$ cat config.mk
export PLATFORM = sky130hd
export DESIGN_NAME = nstg_top
export DESIGN_NICKNAME = d
export VERILOG_FILES = /design/src/hw/nstg_pkg.sv /design/src/hw/nstg_top.sv
export SDC_FILE = /design/constraint.sdc
export NUM_CORES = 1
export LEC_CHECK = 0
export BUFFER_PORTS_ARGS = -buffer_cell sky130_fd_sc_hd__buf_2
export CAP_MARGIN = 20
export CORE_ASPECT_RATIO = 1.1
export CORE_MARGIN = 3
export CORE_UTILIZATION = 45
export CTS_CLUSTER_SIZE = 24
export DETAILED_ROUTE_END_ITERATION = 8
export PLACE_DENSITY = 0.72
export SYNTH_ARGS = -nofsm -noshare
export SYNTH_HDL_FRONTEND = slang
export SYNTH_SLANG_ARGS = --single-unit
$ cat constraint.sdc
create_clock -name REF_CLK -period 4.12 [get_ports REF_CLK]
set_clock_uncertainty 0.1 [all_clocks]
set_input_delay 0.618 -clock REF_CLK [delete_from_list [all_inputs] [get_ports REF_CLK]]
set_output_delay 0.618 -clock REF_CLK [all_outputs]
set_load 0.02 [all_outputs]
$ cat src/hw/nstg_pkg.sv
// Package: register map, field layout and strobe phase types of the NAND strobe timing block
package nstg_pkg;
    // ------------------------------------------------------------
    // Register map
    // ------------------------------------------------------------
    localparam logic [11:0] TIMING_CONFIG_ADDR = 12'h000;
    localparam logic [11:0] STATUS_ADDR = 12'h004;
    localparam logic [31:0] TIMING_CONFIG_RESET = 32'h0000_0000;
    localparam logic [31:0] TIMING_CONFIG_MASK = 32'h03FF_FFFF;
    // ------------------------------------------------------------
    // Field layout of nand_timing_config
    // ------------------------------------------------------------
    localparam int WR_LOW_LSB = 0;
    localparam int WR_HIGH_LSB = 4;
    localparam int RD_LOW_LSB = 8;
    localparam int RD_HIGH_LSB = 12;
    localparam int TURNAROUND_LSB = 16;
    localparam int BUSY_DELAY_LSB = 19;
    localparam int CE_LEAD_LSB = 24;
    localparam int NIBBLE_W = 4;
    localparam int TURNAROUND_W = 3;
    localparam int BUSY_DELAY_W = 5;
    localparam int CE_LEAD_W = 2;
    localparam int CNT_W = 6;
    // ------------------------------------------------------------
    // Status bit positions
    // ------------------------------------------------------------
    localparam int ST_IDLE_BIT = 0;
    localparam int ST_RB_VALID_BIT = 1;
    localparam int ST_READY_BIT = 2;
    localparam int ST_BUS_FREE_BIT = 3;

    typedef enum logic [2:0] {
        NSTG_IDLE,
        NSTG_CE_LEAD,
        NSTG_LOW,
        NSTG_HIGH,
        NSTG_TURN
    } nstg_phase_t;

    typedef struct packed {
        logic [CE_LEAD_W-1:0] ce_lead;
        logic [BUSY_DELAY_W-1:0] busy_delay;
        logic [TURNAROUND_W-1:0] turnaround;
        logic [NIBBLE_W-1:0] rd_high;
        logic [NIBBLE_W-1:0] rd_low;
        logic [NIBBLE_W-1:0] wr_high;
        logic [NIBBLE_W-1:0] wr_low;
    } nstg_timing_t;
endpackage : nstg_pkg

$ cat src/hw/nstg_top.sv
// Top module: APB timing register and read/write strobe phase generator for NAND flash
//
// Local design decisions: the APB register port and the register offsets.
`timescale 1ns/10ps
module nstg_top (
    // Clock, reset, enable
    input wire logic REF_CLK,
    input wire logic RST_B,
    input wire logic CLK_EN,
    // APB slave
    input wire logic PSEL,
    input wire logic PENABLE,
    input wire logic PWRITE,
    input wire logic [11:0] PADDR,
    input wire logic [31:0] PWDATA,
    output logic [31:0] PRDATA,
    output logic PREADY,
    output logic PSLVERR,
    // Cycle requests from the controller
    input wire logic RD_REQ,
    input wire logic WR_REQ,
    output logic REQ_ACK,
    output logic CYCLE_DONE,
    // Flash strobes
    output logic CE_N,
    output logic RE_N,
    output logic WE_N,
    output logic BUS_FREE,
    input wire logic RB_IN,
    // Ready/busy back to the controller
    output logic RB_VALID,
    output logic FLASH_READY
);
    // ------------------------------------------------------------
    // Register bus
    // ------------------------------------------------------------
    nstg_pkg::nstg_timing_t cfg_r;
    nstg_pkg::nstg_phase_t phase_r;
    logic [nstg_pkg::CNT_W-1:0] cnt_r;
    logic [nstg_pkg::BUSY_DELAY_W-1:0] busy_cnt_r;
    logic is_rd_r;
    logic wr_hit;
    logic rd_hit_cfg;
    logic rd_hit_st;
    logic access;

    assign access = PSEL && PENABLE && CLK_EN;
    assign wr_hit = access && PWRITE && (PADDR == nstg_pkg::TIMING_CONFIG_ADDR);
    assign rd_hit_cfg = PADDR == nstg_pkg::TIMING_CONFIG_ADDR;
    assign rd_hit_st = PADDR == nstg_pkg::STATUS_ADDR;

    always_ff @(posedge REF_CLK or negedge RST_B) begin
        if (!RST_B) begin
            cfg_r <= nstg_pkg::nstg_timing_t'(nstg_pkg::TIMING_CONFIG_RESET);
        end else if (wr_hit) begin
            cfg_r <= nstg_pkg::nstg_timing_t'(PWDATA & nstg_pkg::TIMING_CONFIG_MASK);
        end
    end

    // Zero-wait slave: PREADY is registered from the setup cycle and is high in the first access cycle, so the access phase ends at once
    always_ff @(posedge REF_CLK or negedge RST_B) begin
        if (!RST_B) begin
            PRDATA <= 32'h0000_0000;
            PREADY <= 1'b0;
            PSLVERR <= 1'b0;
        end else if (CLK_EN) begin
            PREADY <= PSEL && !PENABLE;
            PSLVERR <= PSEL && !PENABLE && !rd_hit_cfg && !rd_hit_st;
            PRDATA <= 32'h0000_0000;
            if (PSEL && !PENABLE && !PWRITE) begin
                if (rd_hit_cfg) begin
                    PRDATA <= 32'(cfg_r);
                end else if (rd_hit_st) begin
                    PRDATA[nstg_pkg::ST_IDLE_BIT] <= phase_r == nstg_pkg::NSTG_IDLE;
                    PRDATA[nstg_pkg::ST_RB_VALID_BIT] <= RB_VALID;
                    PRDATA[nstg_pkg::ST_READY_BIT] <= FLASH_READY;
                    PRDATA[nstg_pkg::ST_BUS_FREE_BIT] <= BUS_FREE;
                end
            end
        end
    end

    // ------------------------------------------------------------
    // Strobe phase sequencer
    // ------------------------------------------------------------
    logic [nstg_pkg::CNT_W-1:0] low_len;
    logic [nstg_pkg::CNT_W-1:0] high_len;
    logic [nstg_pkg::CNT_W-1:0] turn_len;

    // Lengths count the cycles of each phase; a zero-length phase is skipped
    always_comb begin
        low_len = is_rd_r ? nstg_pkg::CNT_W'(cfg_r.rd_low) + 1'b1
                          : nstg_pkg::CNT_W'(cfg_r.wr_low) + 1'b1;
        // Negative differences are clamped to zero rather than wrapping
        if (is_rd_r) begin
            high_len = (cfg_r.rd_high > cfg_r.rd_low)
                     ? nstg_pkg::CNT_W'(cfg_r.rd_high - cfg_r.rd_low) : '0;
        end else begin
            high_len = (cfg_r.wr_high > cfg_r.wr_low)
                     ? nstg_pkg::CNT_W'(cfg_r.wr_high - cfg_r.wr_low) : '0;
        end
        turn_len = is_rd_r ? nstg_pkg::CNT_W'(cfg_r.turnaround) : '0;
    end

    always_ff @(posedge REF_CLK or negedge RST_B) begin
        if (!RST_B) begin
            phase_r <= nstg_pkg::NSTG_IDLE;
            cnt_r <= '0;
            is_rd_r <= 1'b0;
            REQ_ACK <= 1'b0;
            CYCLE_DONE <= 1'b0;
        end else if (CLK_EN) begin
            REQ_ACK <= 1'b0;
            CYCLE_DONE <= 1'b0;
            unique case (phase_r)
                nstg_pkg::NSTG_IDLE: begin
                    if (RD_REQ || WR_REQ) begin
                        // Read wins when both arrive together
                        is_rd_r <= RD_REQ;
                        REQ_ACK <= 1'b1;
                        if (RD_REQ && cfg_r.ce_lead != '0) begin
                            phase_r <= nstg_pkg::NSTG_CE_LEAD;
                            cnt_r <= nstg_pkg::CNT_W'(cfg_r.ce_lead) - 1'b1;
                        end else begin
                            phase_r <= nstg_pkg::NSTG_LOW;
                            cnt_r <= '0;
                        end
                    end
                end
                nstg_pkg::NSTG_CE_LEAD: begin
                    if (cnt_r == '0) begin
                        phase_r <= nstg_pkg::NSTG_LOW;
                    end else begin
                        cnt_r <= cnt_r - 1'b1;
                    end
                end
                nstg_pkg::NSTG_LOW: begin
                    if (cnt_r == low_len - 1'b1) begin
                        cnt_r <= '0;
                        if (high_len != '0) begin
                            phase_r <= nstg_pkg::NSTG_HIGH;
                        end else if (turn_len != '0) begin
                            phase_r <= nstg_pkg::NSTG_TURN;
                        end else begin
                            phase_r <= nstg_pkg::NSTG_IDLE;
                            CYCLE_DONE <= 1'b1;
                        end
                    end else begin
                        cnt_r <= cnt_r + 1'b1;
                    end
                end
                nstg_pkg::NSTG_HIGH: begin
                    if (cnt_r == high_len - 1'b1) begin
                        cnt_r <= '0;
                        if (turn_len != '0) begin
                            phase_r <= nstg_pkg::NSTG_TURN;
                        end else begin
                            phase_r <= nstg_pkg::NSTG_IDLE;
                            CYCLE_DONE <= 1'b1;
                        end
                    end else begin
                        cnt_r <= cnt_r + 1'b1;
                    end
                end
                nstg_pkg::NSTG_TURN: begin
                    if (cnt_r == turn_len - 1'b1) begin
                        cnt_r <= '0;
                        phase_r <= nstg_pkg::NSTG_IDLE;
                        CYCLE_DONE <= 1'b1;
                    end else begin
                        cnt_r <= cnt_r + 1'b1;
                    end
                end
                default: begin
                    phase_r <= nstg_pkg::NSTG_IDLE;
                end
            endcase
        end
    end

    // ------------------------------------------------------------
    // Registered strobe pins
    // ------------------------------------------------------------
    logic next_low;
    logic busy_start;
    always_comb begin
        next_low = 1'b0;
        unique case (phase_r)
            nstg_pkg::NSTG_IDLE: next_low = (RD_REQ || WR_REQ) &&
                                            !(RD_REQ && cfg_r.ce_lead != '0);
            nstg_pkg::NSTG_CE_LEAD: next_low = cnt_r == '0;
            nstg_pkg::NSTG_LOW: next_low = cnt_r != low_len - 1'b1;
            default: next_low = 1'b0;
        endcase
    end
    // Strobe rises when the low phase ends
    assign busy_start = phase_r == nstg_pkg::NSTG_LOW && cnt_r == low_len - 1'b1;

    always_ff @(posedge REF_CLK or negedge RST_B) begin
        if (!RST_B) begin
            CE_N <= 1'b1;
            RE_N <= 1'b1;
            WE_N <= 1'b1;
            BUS_FREE <= 1'b1;
        end else if (CLK_EN) begin
            // CE falls on the request edge so the lead phase counts from it
            CE_N <= !(phase_r != nstg_pkg::NSTG_IDLE || RD_REQ || WR_REQ) || CYCLE_DONE
                    ? !(RD_REQ || WR_REQ) || phase_r != nstg_pkg::NSTG_IDLE : 1'b0;
            RE_N <= !(next_low && (phase_r == nstg_pkg::NSTG_IDLE ? RD_REQ : is_rd_r));
            WE_N <= !(next_low && (phase_r == nstg_pkg::NSTG_IDLE ? !RD_REQ : !is_rd_r));
            BUS_FREE <= phase_r == nstg_pkg::NSTG_IDLE && !(RD_REQ || WR_REQ);
        end
    end

    // ------------------------------------------------------------
    // Ready/busy qualification
    // ------------------------------------------------------------
    always_ff @(posedge REF_CLK or negedge RST_B) begin
        if (!RST_B) begin
            busy_cnt_r <= '0;
            RB_VALID <= 1'b1;
            FLASH_READY <= 1'b1;
        end else if (CLK_EN) begin
            if (busy_start) begin
                busy_cnt_r <= cfg_r.busy_delay;
                RB_VALID <= cfg_r.busy_delay == '0;
            end else if (busy_cnt_r > nstg_pkg::BUSY_DELAY_W'(1)) begin
                busy_cnt_r <= busy_cnt_r - 1'b1;
            end else if (busy_cnt_r != '0) begin
                busy_cnt_r <= '0;
                RB_VALID <= 1'b1;
            end
            if (RB_VALID || (busy_cnt_r == nstg_pkg::BUSY_DELAY_W'(1) && !busy_start)) begin
                FLASH_READY <= RB_IN;
            end
        end
    end
endmodule // nstg_top

==> results of run 1 <==
cell type report:
class,instances,area [sq um]
multi-input combinational,357,2630
timing repair buffer,86,443
clock buffer,9,124
clock inverter,7,91.3
inverter,29,109
tap,140,175
fill,904,4620
sequential,77,1940
per-layer routing:
metal  vias to the layer above  GRT usage (%)
met1                      1982           24.6
li1                       1930              -
met2                       126           36.7
met3                        17           3.21
met5                         -              0
met4                         0           7.54
registers in the layout, summed over array words and instances, names as in the netlist:
name,count
cfg_r,26
RB_VALID,1
CE_N,1
phase_r,3
CYCLE_DONE,1
cnt_r,6
RE_N,1
PSLVERR,1
busy_cnt_r,5
PRDATA,26
is_rd_r,1
PREADY,1
FLASH_READY,1
BUS_FREE,1
WE_N,1
REQ_ACK,1
critical path, cell delays in order (launching register included):
cell and delay (ns):
dfrtp_1 0.46, inv_1 0.09, ha_1 0.37, or2_1 0.26, o311a_1 0.16, o21ai_1 0.22
o22a_1 0.20, ha_1 0.25, xor2_1 0.18, nand3_1 0.10, mux2i_1 0.15, o311ai_0 0.18
nor4_2 0.30, buf_4 0.17, and2_1 0.16, o21ai_2 0.09, mux2_4 0.31
worst paths after layout:
| kind | startpoint | to | cells after the start |
|---|---|---|---|
| setup reg to reg | cfg_r[2] | phase_r[0] | 16 |
| hold / removal | RST_B | PRDATA[19] | 1 |
| setup / recovery | cfg_r[2] | phase_r[0] | 16 |
| min in group REF_CLK | PWDATA[12] | cfg_r[12] | 3 |
| max in group asynchronous | RST_B | cfg_r[1] | 1 |
| hold reg to reg | PRDATA[2] | PRDATA[2] | 1 |
repair_timing:
item,4_1_cts,5_1_grt
hold buffers,0,0
buffers inserted,0,1
endpoints found under the setup margin,0,4
gates resized for setup,0,2
power by group through the flow:
stage               registers, uW  logic [uW]  clock network, uW
floorplan                     978         748                  0
global route                 1060        1010                663
detailed placement           1050         891                  0
finish                       1040         902                617
global placement             1040         867                  0
CTS                          1030         899                632
layout by cell type (no fill, tap or decap), types with 11 or more instances in the layout:
master	count
dfrtp_1	70
ha_1	20
inv_1	28
buf_2	81
mux2_2	15
mux2i_1	16
a22o_1	25
a21oi_1	24
xnor2_1	16
nor2_1	23
nand3_1	11
o21ai_0	32
nand2_1	32
stage by stage:
| step | util [%] | area (sq um) | worst slack [ns] | total power [uW] | hold slack (ns) |
|---|---|---|---|---|---|
| finish | 54.3 | 5500 | 0.248 | 2560 | 0.289 |
| global route | 54.3 | 5500 | 0.0405 | 2730 | 0.350 |
| CTS | 54.3 | 5490 | 0.203 | 2560 | 0.334 |
| detailed placement | 52.1 | 5280 | 0.226 | 1940 | 0.369 |
| global placement | 52.1 | 5280 | 0.409 | 1910 | 0.368 |
| floorplan | - | 4810 | 0.761 | 1730 | 0.222 |
cells by family after synthesis:
logic type / share of synthesized area, %
AOI/OAI and AO/OA: 22.0
and+or+nand+nor: 14.9
DFF: 40.4
buffers and inverters: 5.23
muxes: 7.66
adders and majority gates: 6.06
xor gates and xnor gates: 3.66
other: 0.0783
==> summary.txt, run 1 <==
Outcome
  • Outcome: finished, final reports clean

Power
  • Internal power: around 1500 uW
  • Combinational power share: 35.2%
  • Net Sw Power: 1010 uW
  • Peak VDD IR: 154 uV
  • Flop pwr share: 40.6%
  • Clk network pwr share: 24.1%
  • Power per cell area: 465 nW/um^2
  • Static Leak: 0.00275 uW
  • Switch share: 39.6%

Logic synthesis
  • Largest area contributor in the netlist: dfrtp_1
  • Synth area leaders: dfrtp_1 (37%), ha_1 (5.2%), a22o_1 (4.6%)
  • FFs w/ async S/R, synth: 100%
  • Mapped cell area: 4790 sq um
  • Syn_area_per_cell: 9.81 sq um
  • Distinct cells, synth: 75
  • EDFF count, synth: 0
  • Ys flop type: dfrtp_1
  • Synth Register Bits: 77
  • Seq/Total Area, Yosys: 40.4%
  • Synth Instances: ~500
  • Most common cell in the netlist: dfrtp_1
  • Synth top area share: between 30% and 40%
  • Yosys warns: 0
  • Synth top cells by count: dfrtp_1 (71), o21ai_0 (33), nand2_1 (32)

Global route
  • Initial antenna violation count: 0
  • Largest net degree at the start of global routing: slightly below 80
  • GRT Util Overall: 20.4%
  • Total gr overflow: 0
  • First-pass GRT wire length: 19900 um
  • Number of global-route vias before repair: 4141

Route
  • Drt first-iter violations: 280
  • Via/cell ratio: about 5.8
  • Metal-1 WL: 4950 um
  • Pre-antenna DRT Iters: 4
  • WL final: 11700 um
  • Number of remaining DRC errors: 0
  • Met2 wire len: about 6000 um
  • DR top layer: met4
  • Drt wl/cell: about 17 um
  • Vias: 4055
  • WL met3: approximately 590 um
  • Post-detailed-route count of antenna-violating nets: 0

Floorplanning
  • Die area: about 12000 sq um
  • Initial Utilization: about 47%
  • Die X: 104 um
  • Cell Rows: 38
  • I/O Pins: 95
  • Die Ht: ~110 um
  • Core ar.: 10100 sq um

Timing
  • Slew HR: a little under a third
  • Crit share post-route: 94.0%
  • Minimum clock period: ~3.9 ns
  • Slew Limit Fails: 0
  • Slew @ Worst Pin: between 1 and 1.5 ns
  • Setup_tns: 0 ns
  • Fmax: 258 MHz
  • Unrepaired setup endpoints after global routing: no
  • Final hold vios: 0
  • Final setup violation count: 0

Setup path
  • Critical path type: flip-flop to flip-flop
  • Critical path peak fanout: 5
  • CP Launch Type: flip-flop
  • Worst Path Required: 4.26 ns
  • Worst R2R Setup Slack: 0.25 ns
  • Critical path arrival: about 4 ns
  • CP Capture Type: flip-flop

Place
  • PortBufs: 82
  • Cell Count Post-Placement: 688
  • Gp weighted congestion: 0.907
  • Hpwl dp: 8640 um

CTS
  • Num Clock Sinks: 77
  • CTS tree: yes
  • Maximum clock path buffer count: 2
  • Cts bufs inserted: 9
  • Clock slew at reported path FFs: 0.09 ns
  • H-tree levels: 3
  • Root Driver: clkbuf_8
  • Clock Latency Late Sink: 0.36 ns

Job
  • Max_cap viols: 0

Finish
  • N_diodes: 0
  • Layout area overhead: 14.9%
  • Layout cells sized above 1: 25.0%
  • Finished Layout Cells: 705
  • Nets@finish: between 600 and 700

Hold path
  • Tightest Hold Check Type: input port to async pin
No activity file was read; power rests on OpenSTA's default activity.
==> run 2, diff against run 1 <==
CORE_ASPECT_RATIO = 1.75   (was 1.1)
==> summary.txt, run 2 (synthesis results as in run 1) <==
Outcome
  • Outcome: finished, final reports clean

Timing
  • Slew @ Worst Pin: 1.01 ns
  • Slew Limit Fails: 0
  • Unrepaired setup endpoints after global routing: no
  • Setup_tns: 0 ns
  • Final hold vios: 0
  • Worst setup margin: between 0.4 and 0.5 ns
  • Slew HR: 32.3%
  • Crit share post-route: 89.9%
  • Final setup violation count: 0
  • Minimum clock period: ~3.7 ns
  • Fmax: 270 MHz

Floorplanning
  • Initial Utilization: between 40% and 50%
  • Die area: 12000 sq um
  • Cell Rows: 49
  • Die Ht: roughly 140 um
  • Core ar.: 10400 sq um
  • Die X: 84.0 um
  • I/O Pins: 95

Power
  • Static Leak: about 0.0028 uW
  • Peak VDD IR: 288 uV
  • Power per cell area: slightly below 500 nW/um^2

Route
  • Post-detailed-route count of antenna-violating nets: 0
  • Drt wl/cell: roughly 18 um
  • Pre-antenna DRT Iters: 5
  • Number of remaining DRC errors: 0
  • WL final: 12600 um
  • Via/cell ratio: 5.88
  • Vias: about 4100
  • Drt first-iter violations: 215

Setup path
  • Worst Path Required: 4.25 ns
  • Critical path type: flip-flop to flip-flop
  • Critical path peak fanout: 7
  • Worst Reg-to-Reg Cells: 15
  • R2r endpoint: phase_r[1]
  • Crit Reg-Reg Startpoint: cfg_r[1]
  • Crit path launch: cfg_r[1]
  • Worst R2R Setup Slack: 0.42 ns
  • CP Capture Type: flip-flop
  • CP Launch Type: flip-flop
  • Critical path arrival: 3.83 ns

CTS
  • CTS tree: yes
  • Root Driver: clkbuf_16
  • Num Clock Sinks: 77
  • Clock slew at reported path FFs: 0.07 ns
  • Post-CTS setup buffers: 0
  • CTS resizes: 0
  • Maximum clock path buffer count: 2
  • # hold bufs at CTS: 0
  • Clock Latency Late Sink: 0.34 ns
  • Cts bufs inserted: 9
  • H-tree levels: 3

Finish
  • Most frequent cells in the layout: buf_2 (81), dfrtp_1 (71), nand2_1 (32), o21ai_0 (32), inv_1 (28)
  • Layout cells sized above 1: 24.5%
  • Top flop regs: PRDATA: 26 flops, cfg_r: 26 flops, cnt_r: 6 flops
  • Multi-input logic area: 2630 sq um
  • Final-layout fill cell count: around 950
  • N_diodes: 0
  • Layout area overhead: 15.7%
  • Nets@finish: 634
  • Most common cell after layout, fill and taps aside: buf_2
  • Sequential Area: 1930 sq um

Place
  • Gp weighted congestion: 0.941
  • Hpwl dp: 9420 um
  • Dpl ws: ~0.35 ns
  • PortBufs: 82

Global route
  • GRT Util Overall: 21.1%
  • Total gr overflow: 0
  • First-pass GRT wire length: 20300 um
  • Number of global-route vias before repair: approximately 4200
  • Largest net degree at the start of global routing: 78
  • Initial antenna violation count: 0

Hold path
  • Tightest Hold Check Type: input port to async pin

Job
  • Max_cap viols: 0
[run 2: power breakdown]
group	switching [uW]	internal [uW]	total, uW
sequential	180	864	1040
clock	332	412	744
combinational	526	388	914
[run 2: critical path, cell delays in order (launching register included)]
cell and delay [ns]:
dfrtp_1 0.43, inv_1 0.12, ha_1 0.32, nor2b_1 0.16, o311a_1 0.34, o21ai_1 0.22
o22a_1 0.21, ha_1 0.24, xor2_1 0.17, nand3_1 0.10, mux2i_1 0.15, o311ai_0 0.17
nor4_2 0.24, a21oi_1 0.24, nand3b_1 0.21, a22o_1 0.18
[run 2: cell type report]
class	count	area share (%)
tap	127	2.87
clock inverter	6	0.836
inverter	29	1.97
clock buffer	10	4.13
sequential	77	34.9
timing repair buffer	85	7.86
multi-input combinational	357	47.4
[run 2: per-stage QoR]
stage	instance area, sq um	instances	power [uW]	utilization (%)	hold WS (ns)
2_1_floorplan	4810	493	1730	-	0.222
3_3_place_gp	5260	675	1920	50.8	0.367
6_report	5540	691	2700	53.4	0.322
3_5_place_dp	5260	675	1960	50.8	0.377
4_1_cts	5540	691	2700	53.4	0.372
5_1_grt	5540	691	2870	53.4	0.390
[run 2: per-layer routing]
| metal | vias to the layer above | GRT usage, % | wire length [um] |
|---|---|---|---|
| met5 | - | 0 | 0 |
| met4 | 0 | 11.4 | 481 |
| met3 | 31 | 2.78 | 468 |
| met2 | 116 | 39.8 | 6820 |
| met1 | 2001 | 22.4 | 4830 |
| li1 | 1917 | - | - |
[run 2: worst max path at each step]
stage | slack [ns] | cells past startpoint | to
5_1_grt | 0.07 | 15 | phase_r[2]
4_1_cts | 0.34 | 15 | phase_r[1]
3_3_place_gp | 0.48 | 15 | phase_r[1]
2_1_floorplan | 0.76 | 15 | phase_r[0]
6_report | 0.42 | 15 | phase_r[1]
3_5_place_dp | 0.35 | 15 | phase_r[1]
